$ cat src/verilog/fpc_pkg.sv
package fpc_pkg;
  // register offsets (byte addresses on apb, index * 4)
  localparam logic [7:0]  FPC_IDX_LAUNCH   = 8'hd1;  // launch register index
  localparam logic [7:0]  FPC_IDX_NVCTL    = 8'hd2;  // control/status register index
  localparam logic [11:0] FPC_ADDR_LAUNCH  = 12'h344; // byte address of launch register
  localparam logic [11:0] FPC_ADDR_NVCTL   = 12'h348; // byte address of control register
  localparam logic [11:0] FPC_ADDR_OP      = 12'h34c; // own: operation length register
  // launch register fields
  localparam int FPC_KEY_MSB    = 7;  // launch key field top
  localparam int FPC_KEY_LSB    = 4;  // launch key field bottom
  localparam int FPC_MAP_BIT    = 3;  // page buffer map bit
  localparam int FPC_TGT_MSB    = 2;  // target field top
  localparam int FPC_TGT_LSB    = 1;  // target field bottom
  localparam int FPC_BUSY_BIT   = 0;  // busy flag
  // control register fields
  localparam int FPC_FLAG_OUT_BIT_BIT   = 7;  // flag out
  localparam int FPC_AUTO_ERASE_ENABLE_BIT   = 6;  // auto erase enable
  localparam int FPC_PAGE_LOAD_ENABLE_BIT   = 5;  // page load enable
  localparam int FPC_BYTE_FLAG_MODE_ENABLE_BIT   = 4;  // byte flag mode enable
  localparam int FPC_INH_BIT    = 3;  // write lockout flag
  localparam int FPC_ERR_BIT    = 2;  // error flag
  // key and target values
  localparam logic [3:0] FPC_KEY_FIRST  = 4'h5; // first launch key
  localparam logic [3:0] FPC_KEY_SECOND = 4'ha; // second launch key
  localparam logic [1:0] FPC_TGT_CODE   = 2'h0; // code space
  localparam logic [1:0] FPC_TGT_SIG    = 2'h1; // signature space
  localparam logic [1:0] FPC_TGT_FUSE   = 2'h2; // fuse space
  localparam logic [1:0] FPC_TGT_RSVD   = 2'h3; // reserved, no action
  // reset values
  localparam logic [7:0] FPC_LAUNCH_RST = 8'h00; // launch register reset
  localparam logic [3:0] FPC_CTL_RST    = 4'h0;  // auto_erase_enable/page_load_enable/byte_flag_mode_enable/err reset
  // byte flag range 0780h..07ffh
  localparam logic [15:0] FPC_FLAG_BASE = 16'h0780; // flag range base
  localparam int          FPC_FLAGS     = 128;      // flags in range
  // timing: 2 ms lockout release at 40 MHz
  localparam int FPC_CLK_HZ      = 40000000;        // pclk rate
  localparam int FPC_INH_US      = 2000;            // lockout release delay in us
  localparam int FPC_INH_CYC     = FPC_INH_US * (FPC_CLK_HZ / 1000000); // 80000 cycles
  localparam logic [15:0] FPC_OP_CYC_RST = 16'h0100; // own: default operation length
  // sequencer states
  typedef enum logic [3:0] {
    FPC_IDLE  = 4'b0001, // waiting for launch
    FPC_ERASE = 4'b0010, // erasing page
    FPC_PROG  = 4'b0100, // programming page
    FPC_CLEAN = 4'b1000  // clearing page buffer
  } fpc_state_t;
endpackage

$ cat src/verilog/fpc_top.sv
module fpc_top import fpc_pkg::*; (
  input  wire logic        pclk,          // system clock
  input  wire logic        presetn,       // async reset, active low
  input  wire logic        psel,          // apb select
  input  wire logic        penable,       // apb access phase
  input  wire logic        pwrite,        // apb direction
  input  wire logic [11:0] paddr,         // apb byte address
  input  wire logic [31:0] pwdata,        // apb write data
  output logic      [31:0] prdata,        // apb read data
  output logic             pready,        // apb ready
  output logic             pslverr,       // apb error
  input  wire logic        insn_step,     // core retired an instruction
  input  wire logic        xstore,        // external data store strobe
  input  wire logic [15:0] xaddr,         // store address (data pointer)
  input  wire logic [7:0]  xdata,         // store data
  output logic             buf_we,        // page buffer write pulse
  output logic [5:0]       buf_addr,      // page buffer location
  output logic [7:0]       buf_data,      // page buffer byte
  output logic             buf_clear,     // page buffer clear pulse
  output logic             xram_we,       // data memory write pulse
  input  wire logic        data_storage_space_rd,      // data storage read strobe
  input  wire logic        data_storage_space_wr,      // data storage write strobe
  input  wire logic [15:0] data_storage_space_addr,    // data storage address
  output logic             op_start,      // operation start pulse
  output logic [1:0]       op_target,     // space being programmed
  output logic             op_erase,      // erase phase active
  output logic             op_prog,       // program phase active
  output logic             op_multi,      // page load enable to buffer
  input  wire logic        supply_ok_pin, // supply above programming level
  input  wire logic        brownout_pin,  // brownout during operation
  input  wire logic        data_storage_space_fail     // data storage brownout event
);
  // block state, apart from the supply lockout timer
  typedef struct packed {
    logic [3:0]   key;     // launch key field
    logic         map;     // page buffer map bit
    logic [1:0]   tgt;     // memory target field
    logic         armed;   // first key seen
    logic         auto_erase_enable;    // auto erase enable
    logic         page_load_enable;    // page load enable
    logic         byte_flag_mode_enable;    // byte flag mode
    logic         flag_out_bit;    // flag out bit
    logic         err;     // error flag
    logic [15:0]  oplen;   // last count of each phase, one less than its cycles
    logic [15:0]  cnt;     // phase counter
    fpc_state_t   st;      // sequencer state
    logic [127:0] flags;   // byte flags
    logic [1:0]   sup_s;   // supply synchroniser
    logic [1:0]   bo_s;    // brownout synchroniser
    logic [31:0]  rdata;   // read data register
    logic         wbuf;    // buffer write pulse reg
    logic         wram;    // data memory write pulse reg
    logic [5:0]   baddr;   // buffer address reg
    logic [7:0]   bdata;   // buffer data reg
    logic         start;   // start pulse reg
  } fpc_st_t;
  fpc_st_t s_r, s_nxt;

  logic inhibit; // lockout flag from settle timer

  // flag range test
  function automatic logic in_flag_range(input logic [15:0] a);
    in_flag_range = (a >= FPC_FLAG_BASE) && (a <= (FPC_FLAG_BASE + 16'h007f));
  endfunction

  // launch register image
  function automatic logic [7:0] launch_img(input fpc_st_t s);
    launch_img = {s.key, s.map, s.tgt, (s.st != FPC_IDLE)};
  endfunction

  // supply lockout timer
  fpc_lockout #(.INH_CYC(FPC_INH_CYC)) u_lock (
    .pclk      (pclk),
    .presetn   (presetn),
    .supply_ok (s_r.sup_s[1]),
    .inhibit   (inhibit)
  );

  logic acc;   // apb access phase
  logic wr_l;  // write to launch register
  logic wr_c;  // write to control register
  logic busy;  // operation in progress
  logic [6:0] fidx; // flag index

  assign acc  = psel && penable;
  assign wr_l = acc && pwrite && (paddr == FPC_ADDR_LAUNCH);
  assign wr_c = acc && pwrite && (paddr == FPC_ADDR_NVCTL);
  assign busy = (s_r.st != FPC_IDLE);
  assign fidx = data_storage_space_addr[6:0];

  // next state logic
  always_comb begin
    s_nxt       = s_r;
    s_nxt.wbuf  = 1'b0;
    s_nxt.wram  = 1'b0;
    s_nxt.start = 1'b0;
    // synchronisers for pins
    s_nxt.sup_s = {s_r.sup_s[0], supply_ok_pin};
    s_nxt.bo_s  = {s_r.bo_s[0], brownout_pin};

    // a retired instruction that is not the second key breaks the pair
    if (insn_step && !wr_l) begin
      s_nxt.armed = 1'b0;
    end

    // launch register write
    if (wr_l && !busy) begin
      s_nxt.key = pwdata[FPC_KEY_MSB:FPC_KEY_LSB];
      s_nxt.map = pwdata[FPC_MAP_BIT];
      s_nxt.tgt = pwdata[FPC_TGT_MSB:FPC_TGT_LSB];
      if (pwdata[FPC_KEY_MSB:FPC_KEY_LSB] == FPC_KEY_FIRST) begin
        s_nxt.armed = 1'b1; // lone first key does nothing
      end else if (pwdata[FPC_KEY_MSB:FPC_KEY_LSB] == FPC_KEY_SECOND && s_r.armed) begin
        s_nxt.armed = 1'b0;
        if (pwdata[FPC_TGT_MSB:FPC_TGT_LSB] != FPC_TGT_RSVD && inhibit) begin
          s_nxt.start = 1'b1;
          s_nxt.cnt   = '0;
          s_nxt.st    = s_r.auto_erase_enable ? FPC_ERASE : FPC_PROG;
        end
      end else begin
        s_nxt.armed = 1'b0; // other key breaks the pair
      end
    end

    // control register write; error cleared only by software
    if (wr_c) begin
      s_nxt.auto_erase_enable  = pwdata[FPC_AUTO_ERASE_ENABLE_BIT];
      s_nxt.page_load_enable  = pwdata[FPC_PAGE_LOAD_ENABLE_BIT];
      s_nxt.byte_flag_mode_enable  = pwdata[FPC_BYTE_FLAG_MODE_ENABLE_BIT];
      s_nxt.err   = s_r.err & pwdata[FPC_ERR_BIT]; // writing zero clears
      s_nxt.oplen = s_r.oplen;
    end
    if (acc && pwrite && paddr == FPC_ADDR_OP) begin
      s_nxt.oplen = pwdata[15:0];
    end

    // store routing
    if (xstore) begin
      if (s_r.map) begin
        s_nxt.wbuf  = 1'b1;
        s_nxt.baddr = xaddr[5:0];
        s_nxt.bdata = xdata;
      end else begin
        s_nxt.wram  = 1'b1;
      end
    end

    // byte flags
    if (!s_nxt.byte_flag_mode_enable) begin
      s_nxt.flags = '0;
      s_nxt.flag_out_bit  = 1'b1;
    end else begin
      if (data_storage_space_wr && in_flag_range(data_storage_space_addr)) begin
        s_nxt.flags[fidx] = 1'b1;
      end
      if (data_storage_space_rd && in_flag_range(data_storage_space_addr)) begin
        s_nxt.flag_out_bit = s_r.flags[fidx];
      end
    end

    // sequencer: busy for whole operation
    case (s_r.st)
      FPC_IDLE: begin
        s_nxt.cnt = s_nxt.cnt;
      end
      FPC_ERASE: begin
        if (s_r.cnt >= s_r.oplen) begin
          s_nxt.cnt = '0;
          s_nxt.st  = FPC_PROG; // erase then program
        end else begin
          s_nxt.cnt = s_r.cnt + 16'h1;
        end
      end
      FPC_PROG: begin
        if (s_r.cnt >= s_r.oplen) begin
          s_nxt.st = FPC_CLEAN;
        end else begin
          s_nxt.cnt = s_r.cnt + 16'h1;
        end
      end
      FPC_CLEAN: begin
        s_nxt.st = FPC_IDLE; // busy drops here
      end
      default: begin
        s_nxt.st = FPC_IDLE;
      end
    endcase

    // brownout during an operation flags an error; set wins over clear
    if ((busy && s_r.bo_s[1]) || data_storage_space_fail) begin
      s_nxt.err = 1'b1;
    end

    // read data
    if (acc && !pwrite) begin
      if (paddr == FPC_ADDR_LAUNCH) begin
        s_nxt.rdata = {24'h0, launch_img(s_r)};
      end else if (paddr == FPC_ADDR_NVCTL) begin
        s_nxt.rdata = {24'h0, s_r.flag_out_bit, s_r.auto_erase_enable, s_r.page_load_enable, s_r.byte_flag_mode_enable,
                       inhibit, s_r.err, 2'b00};
      end else if (paddr == FPC_ADDR_OP) begin
        s_nxt.rdata = {16'h0, s_r.oplen};
      end else begin
        s_nxt.rdata = 32'h0;
      end
    end
  end

  // state register
  always_ff @(posedge pclk or negedge presetn) begin
    if (!presetn) begin
      s_r       <= '0;
      s_r.key   <= FPC_LAUNCH_RST[7:4];
      s_r.st    <= FPC_IDLE;
      s_r.flag_out_bit  <= 1'b1;
      s_r.oplen <= FPC_OP_CYC_RST;
    end else begin
      s_r <= s_nxt;
    end
  end

  // apb: zero wait state, read data combinational from current state
  logic known; // mapped address
  assign known   = (paddr == FPC_ADDR_LAUNCH) || (paddr == FPC_ADDR_NVCTL) || (paddr == FPC_ADDR_OP);
  assign pready  = 1'b1;
  assign pslverr = acc && !known;
  always_comb begin
    if (paddr == FPC_ADDR_LAUNCH) begin
      prdata = {24'h0, launch_img(s_r)};
    end else if (paddr == FPC_ADDR_NVCTL) begin
      prdata = {24'h0, s_r.flag_out_bit, s_r.auto_erase_enable, s_r.page_load_enable, s_r.byte_flag_mode_enable, inhibit, s_r.err, 2'b00};
    end else if (paddr == FPC_ADDR_OP) begin
      prdata = {16'h0, s_r.oplen};
    end else begin
      prdata = 32'h0;
    end
  end

  // outputs
  assign buf_we    = s_r.wbuf;
  assign buf_addr  = s_r.baddr;
  assign buf_data  = s_r.bdata;
  assign buf_clear = (s_r.st == FPC_CLEAN);
  assign xram_we   = s_r.wram;
  assign op_start  = s_r.start;
  assign op_target = s_r.tgt;
  assign op_erase  = (s_r.st == FPC_ERASE);
  assign op_prog   = (s_r.st == FPC_PROG);
  assign op_multi  = s_r.page_load_enable;
endmodule

$ cat src/verilog/fpc_lockout.sv
// supply lockout flag: low immediately, high after a settle delay
module fpc_lockout import fpc_pkg::*; #(
  parameter int INH_CYC = FPC_INH_CYC // settle cycles
) (
  input  wire logic pclk,      // system clock
  input  wire logic presetn,   // async reset, active low
  input  wire logic supply_ok, // synchronised supply good level
  output logic      inhibit    // write permitted flag
);
  typedef struct packed {
    logic [16:0] cnt; // settle counter
    logic        flg; // flag state
  } fpc_lk_t;
  fpc_lk_t s_r, s_nxt;

  // counts settle time while supply is good
  always_comb begin
    s_nxt = s_r;
    if (!supply_ok) begin // drop at once
      s_nxt.cnt = '0;
      s_nxt.flg = 1'b0;
    end else if (!s_r.flg) begin
      if (s_r.cnt >= 17'(INH_CYC - 1)) begin // delay elapsed
        s_nxt.flg = 1'b1;
      end else begin
        s_nxt.cnt = s_r.cnt + 17'h1;
      end
    end
  end

  // state register
  always_ff @(posedge pclk or negedge presetn) begin
    if (!presetn) begin
      s_r <= '0;
    end else begin
      s_r <= s_nxt;
    end
  end

  assign inhibit = s_r.flg;
endmodule

$ cat config.mk
export PLATFORM = sky130hd
export DESIGN_NAME = fpc_top
export DESIGN_NICKNAME = d
export VERILOG_FILES = /design/src/verilog/fpc_pkg.sv /design/src/verilog/fpc_top.sv /design/src/verilog/fpc_lockout.sv
export SDC_FILE = /design/constraint.sdc
export NUM_CORES = 1
export LEC_CHECK = 0
export BUFFER_PORTS_ARGS = -buffer_cell sky130_fd_sc_hd__buf_2
export CAP_MARGIN = 20
export CORE_MARGIN = 4
export CORE_UTILIZATION = 54
export CTS_CLUSTER_SIZE = 8
export DETAILED_ROUTE_END_ITERATION = 7
export PLACE_DENSITY_LB_ADDON = 0.2
export RECOVER_POWER = 100
export SYNTH_ARGS = -nofsm -noshare
export SYNTH_HDL_FRONTEND = slang
export SYNTH_SLANG_ARGS = --single-unit
export TNS_END_PERCENT = 20
$ cat constraint.sdc
create_clock -name pclk -period 2.98 [get_ports pclk]
set_input_delay 0.298 -clock pclk [delete_from_list [all_inputs] [get_ports pclk]]
set_output_delay 0.298 -clock pclk [all_outputs]
set_load 0.02 [all_outputs]
# Word-level counts from Yosys, hierarchy flattened

Index checks and enable logic that the tools add are counted.

Add/sub/neg operators: 2
Order comparisons: 6
Equal/unequal tests: 15
Muxes and demuxes: 41
Bitwise gates (word level): 2
Reductions and logical operators: 25

Operator list:

| cell                  | number |
|---|---|
| $mux 128              | 2 |
| $or 128x128->128      | 1 |
| $mux 16               | 7 |
| $mux 20               | 4 |
| $eq 12x10->1 const B  | 3 |
| $mux 18               | 2 |
| $mux 17               | 2 |
| $pmux 16 s2           | 1 |
| $add 17x1->17 const B | 1 |
| $ge 17x17->1 const B  | 1 |
| $add 16x1->16 const B | 1 |
| $ge 16x11->1 const B  | 1 |
| $ge 16x16->1          | 1 |
| $le 16x11->1 const B  | 1 |
| $mux 1                | 16 |
| $logic_and 1x1->1     | 15 |
| $mux 14               | 1 |
| $pmux 4 s3            | 1 |
| $eq 4x3->1 const B    | 2 |
| $eq 4x4->1 const B    | 2 |
| $lt 7x8->1 const B    | 1 |
| $mux 4                | 2 |
| $bmux 1 s7            | 1 |
| $demux 1 s7           | 1 |
| other kinds (12)      | 21 |

Register bits: 216
Output and inout bits: 57
Word-level logic and storage cells: 113

# Longest topological paths before layout

Gate-level depths: netlist of run 1.

Depth in word-level cells: 8
Gate-level depth with buffers: 11

# Hierarchy

Synthesis of run 1 repeated with hierarchy kept, for this count alone.

Cells, all modules: 1162
Area, all modules: 10918.0 sq um

By module, submodules not included:

| module      | times used | cells an instance | area each (sq um) |
|---|---|---|---|
| fpc_top     | 1          | 1045              | 9843.2 |
| fpc_lockout | 1          | 117               | 1074.8 |

# Worst setup path before layout of run 1

No wires, ideal clock.

Path type: in2reg
Start point: input paddr[1]
End point: register s_r[171] in the netlist's numbering
Library setup time: 133 ps
Arrival: 2618 ps
Data required time: 2847 ps
Slack: 229 ps
Stages: 8
Buffers on the path: 2
Cells stage by stage: or4_4 > nor4b_4 > nor3b_2 > and2b_1 > mux2i_1 > clkbuf_1 > clkbuf_1 > nor2_1

Longest elaborated chain between the ends: 4

RTL lines:

| element                                          | line           | text |
|---|---|---|
| start, declared                                  | fpc_top.sv:7   | `input wire logic [11:0] paddr,` |
| $eq 12x10->1 *                                   | fpc_top.sv:87  | `assign wr_c = acc && pwrite && (paddr == FPC_ADDR_NVCTL);` |
| $logic_and 1x1->1 *                              | fpc_top.sv:87  |  |
| $mux 1 *                                         | fpc_top.sv:126 | `if (wr_c) begin` |
| $ne 2x1->1 (no line) or $mux 128 (tied branches) | n/a            |  |
| end signal, assigned                             | fpc_top.sv:218 | `s_r <= s_nxt;` |
| end, declared                                    | fpc_top.sv:57  | `fpc_st_t s_r, s_nxt;` |

Mark *: on every way between the ends. The rest lies on a longest branch, timed or not.
A chain may end at the register's enable or synchronous reset.

==> run metrics, run 1 <==
Synth Register Bits=216; GRT overflow=0; Final Cycle Share=92.6%; setup ws final=0.219 ns; Multi-input gate area=4590 µm²; core area=19000 µm²; CP arrival=3.17 ns; num ports=153; dpl hpwl=17800 µm; initial antenna violation count=0; worst-path maximum fanout=11; Crit Path Class=in -> reg; post-synth cell types=69; outcome=complete, but fails checks; Clock Tree Root=clkbuf_16; Final Max Slew Viols=98; Skew-Pair Late Insertion Delay=0.54 ns; Peak VDD IR=0.417 mV; Worst Hold Class=in -> reg; routed vias=8824; sequential standard cell area=5410 µm²; Final Skew=0.0142 ns; I/O Buffers=109; All-Layer GR Usage=25.1%; setup violators final=0; async set or reset register ratio after synthesis=100%; YS warnings=0; Synth-to-Final Area Change=17.9%; nets@finish=1367; Layout fillers=1593; CP endpoint kind=flop; slew margin rel.=-45.0%; Max Clock Freq=0.362 GHz; Initial Util=55.7%; length of the first detailed-routing pass in iterations=5; CP Launch Type=input pin; vias in the first global route=8851; setup TNS=0 ns; Final ANT Viol Nets=0; Slew @ Worst Pin=2.17 ns; H-tree Lvls=1; Cell Rows=50; leakage power=5.65 nW; Routed wire per std cell=18.1 µm; die span in x=148 µm; largest net degree at the start of global routing=98; register area share after synthesis=51.2%; EDFF count, synth=0; share of cells above drive strength 1=15.3%; CTS tree=yes; PwrDens=510 nW/µm²; Syn Area/Cell=9.49 µm²; gp weighted congestion=0.851; RSZ-0062 raised after global routing=no; clk buf depth=3; Final Hold Violating Endpoints=0; Die Y=148 µm; max_cap viols=1; synthesized cell area=10600 µm²; CTS Buf Count=30; failing checks=capacitance limit, slew limit; total die area=21900 µm²; Post-Syn Instances=1113; first-pass GRT wire length=45500 µm; data required time at the worst endpoint=3.39 ns; fin crit period=2.76 ns; postcts setup bufs=0; CTS sink cnt=216; # DRC=0; Place WS=0.0753 ns; number of DRC markers in iteration 0=603; via/cell ratio=5.80; Clk pin slew, worst setup/hold paths=0.05 ns; diodes inserted=0; total length of routed wires=27500 µm; ys flop type=dfrtp_1
cells in the mapped netlist, types with 11 or more instances:
master    number  area share (%)
and3_1        15            0.89
a21oi_1      149             7.1
nor2b_1       12            0.71
buf_4         34             2.4
mux2_2        23             2.5
xnor2_1       11            0.91
o21ai_1       13            0.62
dfrtp_1      213              50
inv_1         21            0.75
nor2_1       180             6.4
and2_1        17             1.0
nand3_1       21             1.0
a221oi_1      31             2.6
nand2b_1      13            0.77
ha_1          18             2.1
clkbuf_1      53             1.9
nand4_1       13            0.77
nand2_1       65             2.3
nor3_1        30             1.4
o21ai_0       33             1.6
a22oi_1       18             1.3
state kept, by name, indices dropped and copies added, names as in the netlist:
signal and flops:
op_multi 1, u_lock.inhibit 1, u_lock.s_r 17, s_nxt 2, buf_data 8, op_target 2
op_start 1, buf_addr 6, s_r 176, xram_we 1, buf_we 1
placed cells by master (no fill, tap or decap), types with 4 or more instances in the layout:
master / Yosys / layout
a22o_1: 4 / 4
nand2_1: 65 / 65
buf_4: 34 / 45
or3_1: 8 / 8
buf_12: 0 / 4
clkbuf_1: 53 / 51
buf_2: 2 / 72
and3_1: 15 / 15
a21o_1: 6 / 6
mux2i_1: 10 / 9
nor2b_1: 12 / 12
mux2_2: 23 / 22
a31oi_1: 7 / 7
o21ai_1: 13 / 7
nand3_1: 21 / 21
a22oi_1: 18 / 18
ha_1: 18 / 18
and2_0: 0 / 13
dfrtp_1: 213 / 213
a221o_1: 10 / 10
inv_1: 21 / 21
o21ai_0: 33 / 39
clkbuf_16: 0 / 31
a221oi_1: 31 / 31
nor4b_1: 2 / 4
a21boi_0: 3 / 7
dlygate4sd3_1: 0 / 26
conb_1: 2 / 17
nor2_1: 180 / 180
a21oi_1: 149 / 149
and2_1: 17 / 4
nand4_1: 13 / 13
xnor2_1: 11 / 11
nor3_1: 30 / 28
nand2b_1: 13 / 13
mux2_1: 9 / 10
final timing paths:
check                                    startpoint                          to  slack, ns  depth (start not counted)
worst max-delay path                       paddr[1]          s_r[189]$_DFF_PN0_       0.22                          9
worst min-delay path                       xdata[0]     buf_data[0]$_DFFE_PN0P_       0.03                          2
worst max register to register   s_r[181]$_DFF_PN1_          s_r[189]$_DFF_PN0_       0.25                          5
worst min register to register  s_nxt[52]$_DFF_PN0_           s_r[52]$_DFF_PN0_       0.35                          0
max in group asynchronous                   presetn  u_lock.s_r[16]$_DFFE_PN0P_       0.60                          3
min in group asynchronous                   presetn        s_r[213]$_DFFE_PN0P_       0.91                          2
repair_timing:
action | in CTS | in global routing
endpoints found under the setup margin | 0 | 10
gates resized for setup | 0 | 1
hold endpoints to repair | 119 | 0
hold buffers | 26 | 0
routing by layer:
layer,track usage [%],part of all wire (%),up-vias
li1,-,-,4154
met1,34.8,42,4283
met2,41.5,48,329
met3,3.65,7.3,58
met4,7.11,2.2,0
met5,0,0,-
cell type report:
class,instances,share of cell area [%]
inverter,24,0.723
clock buffer,41,6.53
tap,260,2.61
sequential,216,43.4
multi-input combinational,789,36.9
timing repair buffer,192,9.84
metrics by stage:
stage / total power [mW] / instances / utilization, % / instance area (µm²) / hold WS [ns]
after detailed placement: 3.34 / 1455 / 60.8 / 11500 / 0.336
after CTS: 6.41 / 1522 / 66.4 / 12600 / 0.00606
after global routing: 6.57 / 1522 / 65.7 / 12500 / 0.0237
after floorplan: 3.18 / 1128 / - / 10600 / 0.00241
after global placement: 3.34 / 1455 / 60.8 / 11500 / 0.335
final: 6.35 / 1522 / 65.7 / 12500 / 0.0258
worst max-delay path, stage by stage:
cell     delay, ns
buf_2         0.09
or4_1         0.55
nor4b_1       0.44
and2_0        0.29
nand2_4       0.12
nor4_1        0.57
nor2_2        0.17
and2_4        0.27
a221o_1       0.36
cells by family after synthesis:
kind of cell,synth area share (%)
AOI/OAI and AO/OA,17.3
xor gates and xnor gates,0.912
adders and majority gates,2.13
buffers and inverters,5.67
DFF,51.2
muxes,4.36
other,0.0711
and+or+nand+nor,18.3
power by group:
group	switching (mW)	internal [mW]	leakage [nW]	total [mW]
combinational	0.235	0.121	2.35	0.357
clock	1.19	1.85	0.394	3.04
sequential	0.0102	2.95	2.90	2.96
(Power assumes the default switching activity.)
==> inputs of run 2 (changes only) <==
--- a/config.mk
+++ b/config.mk
@@ -5,12 +5,12 @@
 export SDC_FILE = /design/constraint.sdc
 export NUM_CORES = 1
 export LEC_CHECK = 0
-export BUFFER_PORTS_ARGS = -buffer_cell sky130_fd_sc_hd__buf_2
 export CAP_MARGIN = 20
 export CORE_MARGIN = 4
 export CORE_UTILIZATION = 54
 export CTS_CLUSTER_SIZE = 8
 export DETAILED_ROUTE_END_ITERATION = 7
+export DONT_BUFFER_PORTS = 1
 export PLACE_DENSITY_LB_ADDON = 0.2
 export RECOVER_POWER = 100
 export SYNTH_ARGS = -nofsm -noshare
==> run 2 against run 1 <==
Net effect:
- die area did not move
- non-clock buffer count fell by 112
- highest routed layer unchanged
- global-route usage fell by 1.1 points
- combinational power fell by 39%
- critical path type is now reg -> reg
- power fell by 0.50%
- the flow finishes with violations (hold timing)
==> run metrics, run 2 (synthesis results as in run 1) <==
Max Clock Freq=0.353 GHz; max_cap viols=0; Worst path slowest cell=or4b_2; worst-path maximum fanout=11; Final Hold Violating Endpoints=216; critical path endpoint=s_r[188]$_DFF_PN0_; crit path cell chain=or4b_2, nor4_1, nor2_2, and2_4, a221o_1; share of cells above drive strength 1=8.93%; CTS Buf Count=30; outcome=complete, but fails checks; Reg-to-Reg Start=s_r[181]$_DFF_PN1_; Crit Path Class=reg -> reg; Slew @ Worst Pin=1.02 ns; gp weighted congestion=0.829; PwrDens=529 nW/µm²; total length of routed wires=26800 µm; fin area=11900 µm²; Synth-to-Final Area Change=13.0%; dpl hpwl=16300 µm; Initial Util=55.7%; setup ws final=0.146 ns; Clk pin slew, worst setup/hold paths=0.05 ns; All-Layer GR Usage=23.9%; vias in the first global route=8183; total die area=21900 µm²; source of the critical timing path=s_r[181]$_DFF_PN1_; die span in x=148 µm; Peak VDD IR=0.381 mV; max reg flops=176; largest net degree at the start of global routing=217; Non-Filler Instances=1424; Reg2Reg Depth=5; area of placed instances=10800 µm²; Final ANT Viol Nets=0; core area=19000 µm²; # DRC=0; length of the first detailed-routing pass in iterations=5; clk buf depth=3; CP arrival=3.23 ns; slew margin rel.=32.2%; Multi-input gate area=4570 µm²; fin crit period=2.83 ns; Clock Tree Root=clkbuf_16; setup violators final=0; commonest non-fill, non-tap cell in the layout=dfrtp_1; I/O Buffers=0; CP endpoint kind=flop; Place WS=0.321 ns; Routed wire per std cell=18.8 µm; via/cell ratio=5.95; capturing point of the worst reg2reg path=s_r[188]$_DFF_PN0_; sequential standard cell area=5410 µm²; Final Skew=0.0200 ns; num ports=153; number of DRC markers in iteration 0=726; nets@finish=1255; diodes inserted=0; Layout Utilization=63.0%; crit-path max cell delay=0.72 ns; Skew-Pair Late Insertion Delay=0.54 ns; Placed Cells=1334; data required time at the worst endpoint=3.38 ns; leakage power=5.29 nW; CTS sink cnt=216; setup TNS=0 ns; Min Hold Slack=-0.539 ns; initial antenna violation count=0; R2R setup slack=0.15 ns; Cell Rows=50; # hold bufs at CTS=35; commonest non-fill, non-tap cells in the layout=dfrtp_1, nor2_1, a21oi_1; RSZ-0062 raised after global routing=no; routed vias=8475; failing checks=hold timing; Layout fillers=1584; CP Launch Type=flop; H-tree Lvls=1; Die Y=148 µm; Worst Hold Class=in -> async; Final Cycle Share=95.1%; CTS tree=yes; first-pass GRT wire length=43100 µm; GRT overflow=0; Final Max Slew Viols=0; postcts setup bufs=0; largest reg by FF count=s_r
==> run 2: changes by cell type in the layout (fill, tap and decap cells not counted), moves of 3 or more <==
cell / change
and2_1: +4
clkbuf_4: +3
and2_0: -4
buf_12: -3
buf_4: -11
dlygate4sd3_1: +9
clkbuf_1: -20
buf_2: -72
==> run 2: where the power goes <==
group	switching, mW	total, mW	internal, mW
registers	0.0137	2.96	2.95
clock network	1.22	3.14	1.92
logic	0.128	0.218	0.0898
total	1.36	6.32	4.96
==> run 2: routing by layer <==
metal / GRT usage (%) / vias up / wire, µm
met2: 38.7 / 358 / 12600
met3: 3.95 / 54 / 1990
met1: 33.7 / 4119 / 11600
li1: - / 3944 / -
met5: 0 / - / 0
met4: 6.74 / 0 / 614
==> run 2: layout make-up <==
cell class,count,share of cell area [%]
flip-flops and latches,216,45.3
multi-input cells,789,38.3
clock buffers,55,7.25
repair buffers,80,5.65
well taps,260,2.72
inverters,24,0.755
==> run 2: critical path: cells and delay by family (launching register included) <==
family | cells | cell delay (ns)
AND/OR/NAND/NOR | 4 | 1.76
AO/OA/AOI/OAI | 1 | 0.36
flip-flops | 1 | 0.56
==> run 2: how the worst min path moves through the flow <==
stage | cells past startpoint | end
after floorplan | 0 | buf_addr[0]$_DFFE_PN0P_
after global placement | 0 | s_r[197]$_DFF_PN0_
after detailed placement | 0 | s_r[213]$_DFFE_PN0P_
after CTS | 0 | s_r[197]$_DFF_PN0_
after global routing | 0 | s_r[213]$_DFFE_PN0P_
final | 0 | s_r[90]$_DFFE_PN0P_
==> run 2: timing repair <==
item | in CTS | in global routing
resized for setup | 0 | 0
endpoints found under the hold margin | 268 | 216
endpoints found under the setup margin | 0 | 0
==> run 2: stage by stage <==
stage	total power [mW]	hold WS (ns)
final	6.32	-0.539
after CTS	6.38	-0.557
after global placement	3.18	0.0104
after detailed placement	3.18	0.00772
after floorplan	3.18	0.00241
after global routing	6.54	-0.560
==> inputs of run 3 (changes only) <==
--- a/config.mk
+++ b/config.mk
@@ -12,7 +12,6 @@
 export DETAILED_ROUTE_END_ITERATION = 7
 export DONT_BUFFER_PORTS = 1
 export PLACE_DENSITY_LB_ADDON = 0.2
-export RECOVER_POWER = 100
 export SYNTH_ARGS = -nofsm -noshare
 export SYNTH_HDL_FRONTEND = slang
 export SYNTH_SLANG_ARGS = --single-unit
==> run 3 against run 2 <==
Net effect:
- the run still ends with hold timing left
- combinational power about the same
- sequential power barely moved
- die area unchanged
- clock-buffer cell count unchanged
- power is essentially flat
- non-clock buffer count did not move
==> run metrics, run 3 (synthesis results as in run 1) <==
Die Y=148 µm; via/cell ratio=5.92; GRT overflow=0; Final Skew=0.0216 ns; Placed Cells=1334; CP arrival=3.06 ns; length of the first detailed-routing pass in iterations=5; Final Cycle Share=89.4%; initial antenna violation count=0; total die area=21900 µm²; met3 usage=3.95%; total length of routed wires=26800 µm; PostCTS Resize Cnt=0; R2R setup slack=0.32 ns; Final ANT Viol Nets=0; Worst Hold Class=in -> async; Final Max Slew Viols=0; Crit Path Class=reg -> reg; diodes inserted=0; setup ws final=0.315 ns; commonest non-fill, non-tap cell in the layout=dfrtp_1; commonest non-fill, non-tap cells in the layout=dfrtp_1, nor2_1, a21oi_1; GRT met2 Usage=38.7%; PwrDens=524 nW/µm²; CTS sink cnt=216; I/O Buffers=0; worst-path maximum fanout=11; data required time at the worst endpoint=3.38 ns; H-tree Lvls=1; gp weighted congestion=0.829; CP Launch Type=flop; postcts setup bufs=0; Place WS=0.321 ns; setup violators final=0; grt met1 use=33.7%; Max Clock Freq=0.375 GHz; largest net degree at the start of global routing=217; core area=19000 µm²; Synth-to-Final Area Change=14.1%; busiest layer in global routing=met2; leakage power=5.35 nW; routed vias=8430; first-pass GRT wire length=43100 µm; clk buf depth=3; num ports=153; Clk pin slew, worst setup/hold paths=0.05 ns; Final Hold Violating Endpoints=216; largest reg by FF count=s_r; sequential standard cell area=5410 µm²; slew margin rel.=31.2%; vias in the first global route=8183; max reg flops=176; CP endpoint kind=flop; # DRC=0; failing checks=hold timing; All-Layer GR Usage=23.9%; die span in x=148 µm; nets@finish=1255; Clock Tree Root=clkbuf_16; Slew @ Worst Pin=1.03 ns; # hold bufs at CTS=35; Initial Util=55.7%; RSZ-0062 raised after global routing=no; max_cap viols=0; Layout fillers=1555; dpl hpwl=16300 µm; Skew-Pair Late Insertion Delay=0.54 ns; fin crit period=2.66 ns; setup TNS=0 ns; outcome=complete, but fails checks; Routed wire per std cell=18.8 µm; number of DRC markers in iteration 0=719; Non-Filler Instances=1424; CTS Buf Count=30; share of cells above drive strength 1=10.3%; Cell Rows=50; Min Hold Slack=-0.538 ns; Multi-input gate area=4640 µm²; CTS tree=yes; Peak VDD IR=0.382 mV
run 3: cell type report:
type	count	share of cell area [%]
Sequential cell	216	44.9
Inverter	24	0.747
Clock buffer	55	7.18
Timing Repair Buffer	80	6.02
Multi-Input combinational cell	789	38.5
Tap cell	260	2.70
run 3: where the power goes:
group          total (mW)  internal [mW]  switching (mW)
clock                3.14           1.92            1.22
combinational       0.220         0.0908           0.129
sequential           2.96           2.95          0.0136
run 3: stage by stage:
step / util, % / instance area (µm²) / hold slack [ns] / total power, mW
after floorplan: - / 10600 / 0.00241 / 3.18
after global placement: 57.2 / 10800 / 0.0104 / 3.18
after detailed placement: 57.2 / 10800 / 0.00772 / 3.18
after CTS: 63.6 / 12100 / -0.557 / 6.38
after global routing: 63.6 / 12100 / -0.560 / 6.54
final: 63.6 / 12100 / -0.538 / 6.32
run 3: worst paths after layout:
check                                    start                    to  depth (start not counted)
min reg2reg                s_nxt[50]$_DFF_PN0_     s_r[50]$_DFF_PN0_                          0
max reg2reg                 s_r[198]$_DFF_PN0_    s_r[188]$_DFF_PN0_                          9
min in group pclk                    pwdata[6]  s_r[222]$_DFFE_PN0P_                          2
max                         s_r[198]$_DFF_PN0_    s_r[188]$_DFF_PN0_                          9
max in group asynchronous              presetn  s_r[218]$_DFFE_PN1P_                          0
min                                    presetn  s_r[213]$_DFFE_PN0P_                          0
run 3: critical path, cell delays in order, from the launching register on:
cell      delay (ns)
dfrtp_1         0.43
ha_1            0.33
a21o_1          0.18
a21o_1          0.16
a21oi_1         0.18
nand2_1         0.09
a211oi_1        0.23
o21ai_1         0.27
and2_4          0.27
a221o_1         0.36
run 3: routing by layer:
layer / share of wire, % / vias up / wire, µm
met4: 2.1 / 0 / 564
met1: 44 / 4103 / 11700
li1: - / 3948 / -
met2: 47 / 329 / 12600
met3: 7.2 / 50 / 1940
met5: 0 / - / 0
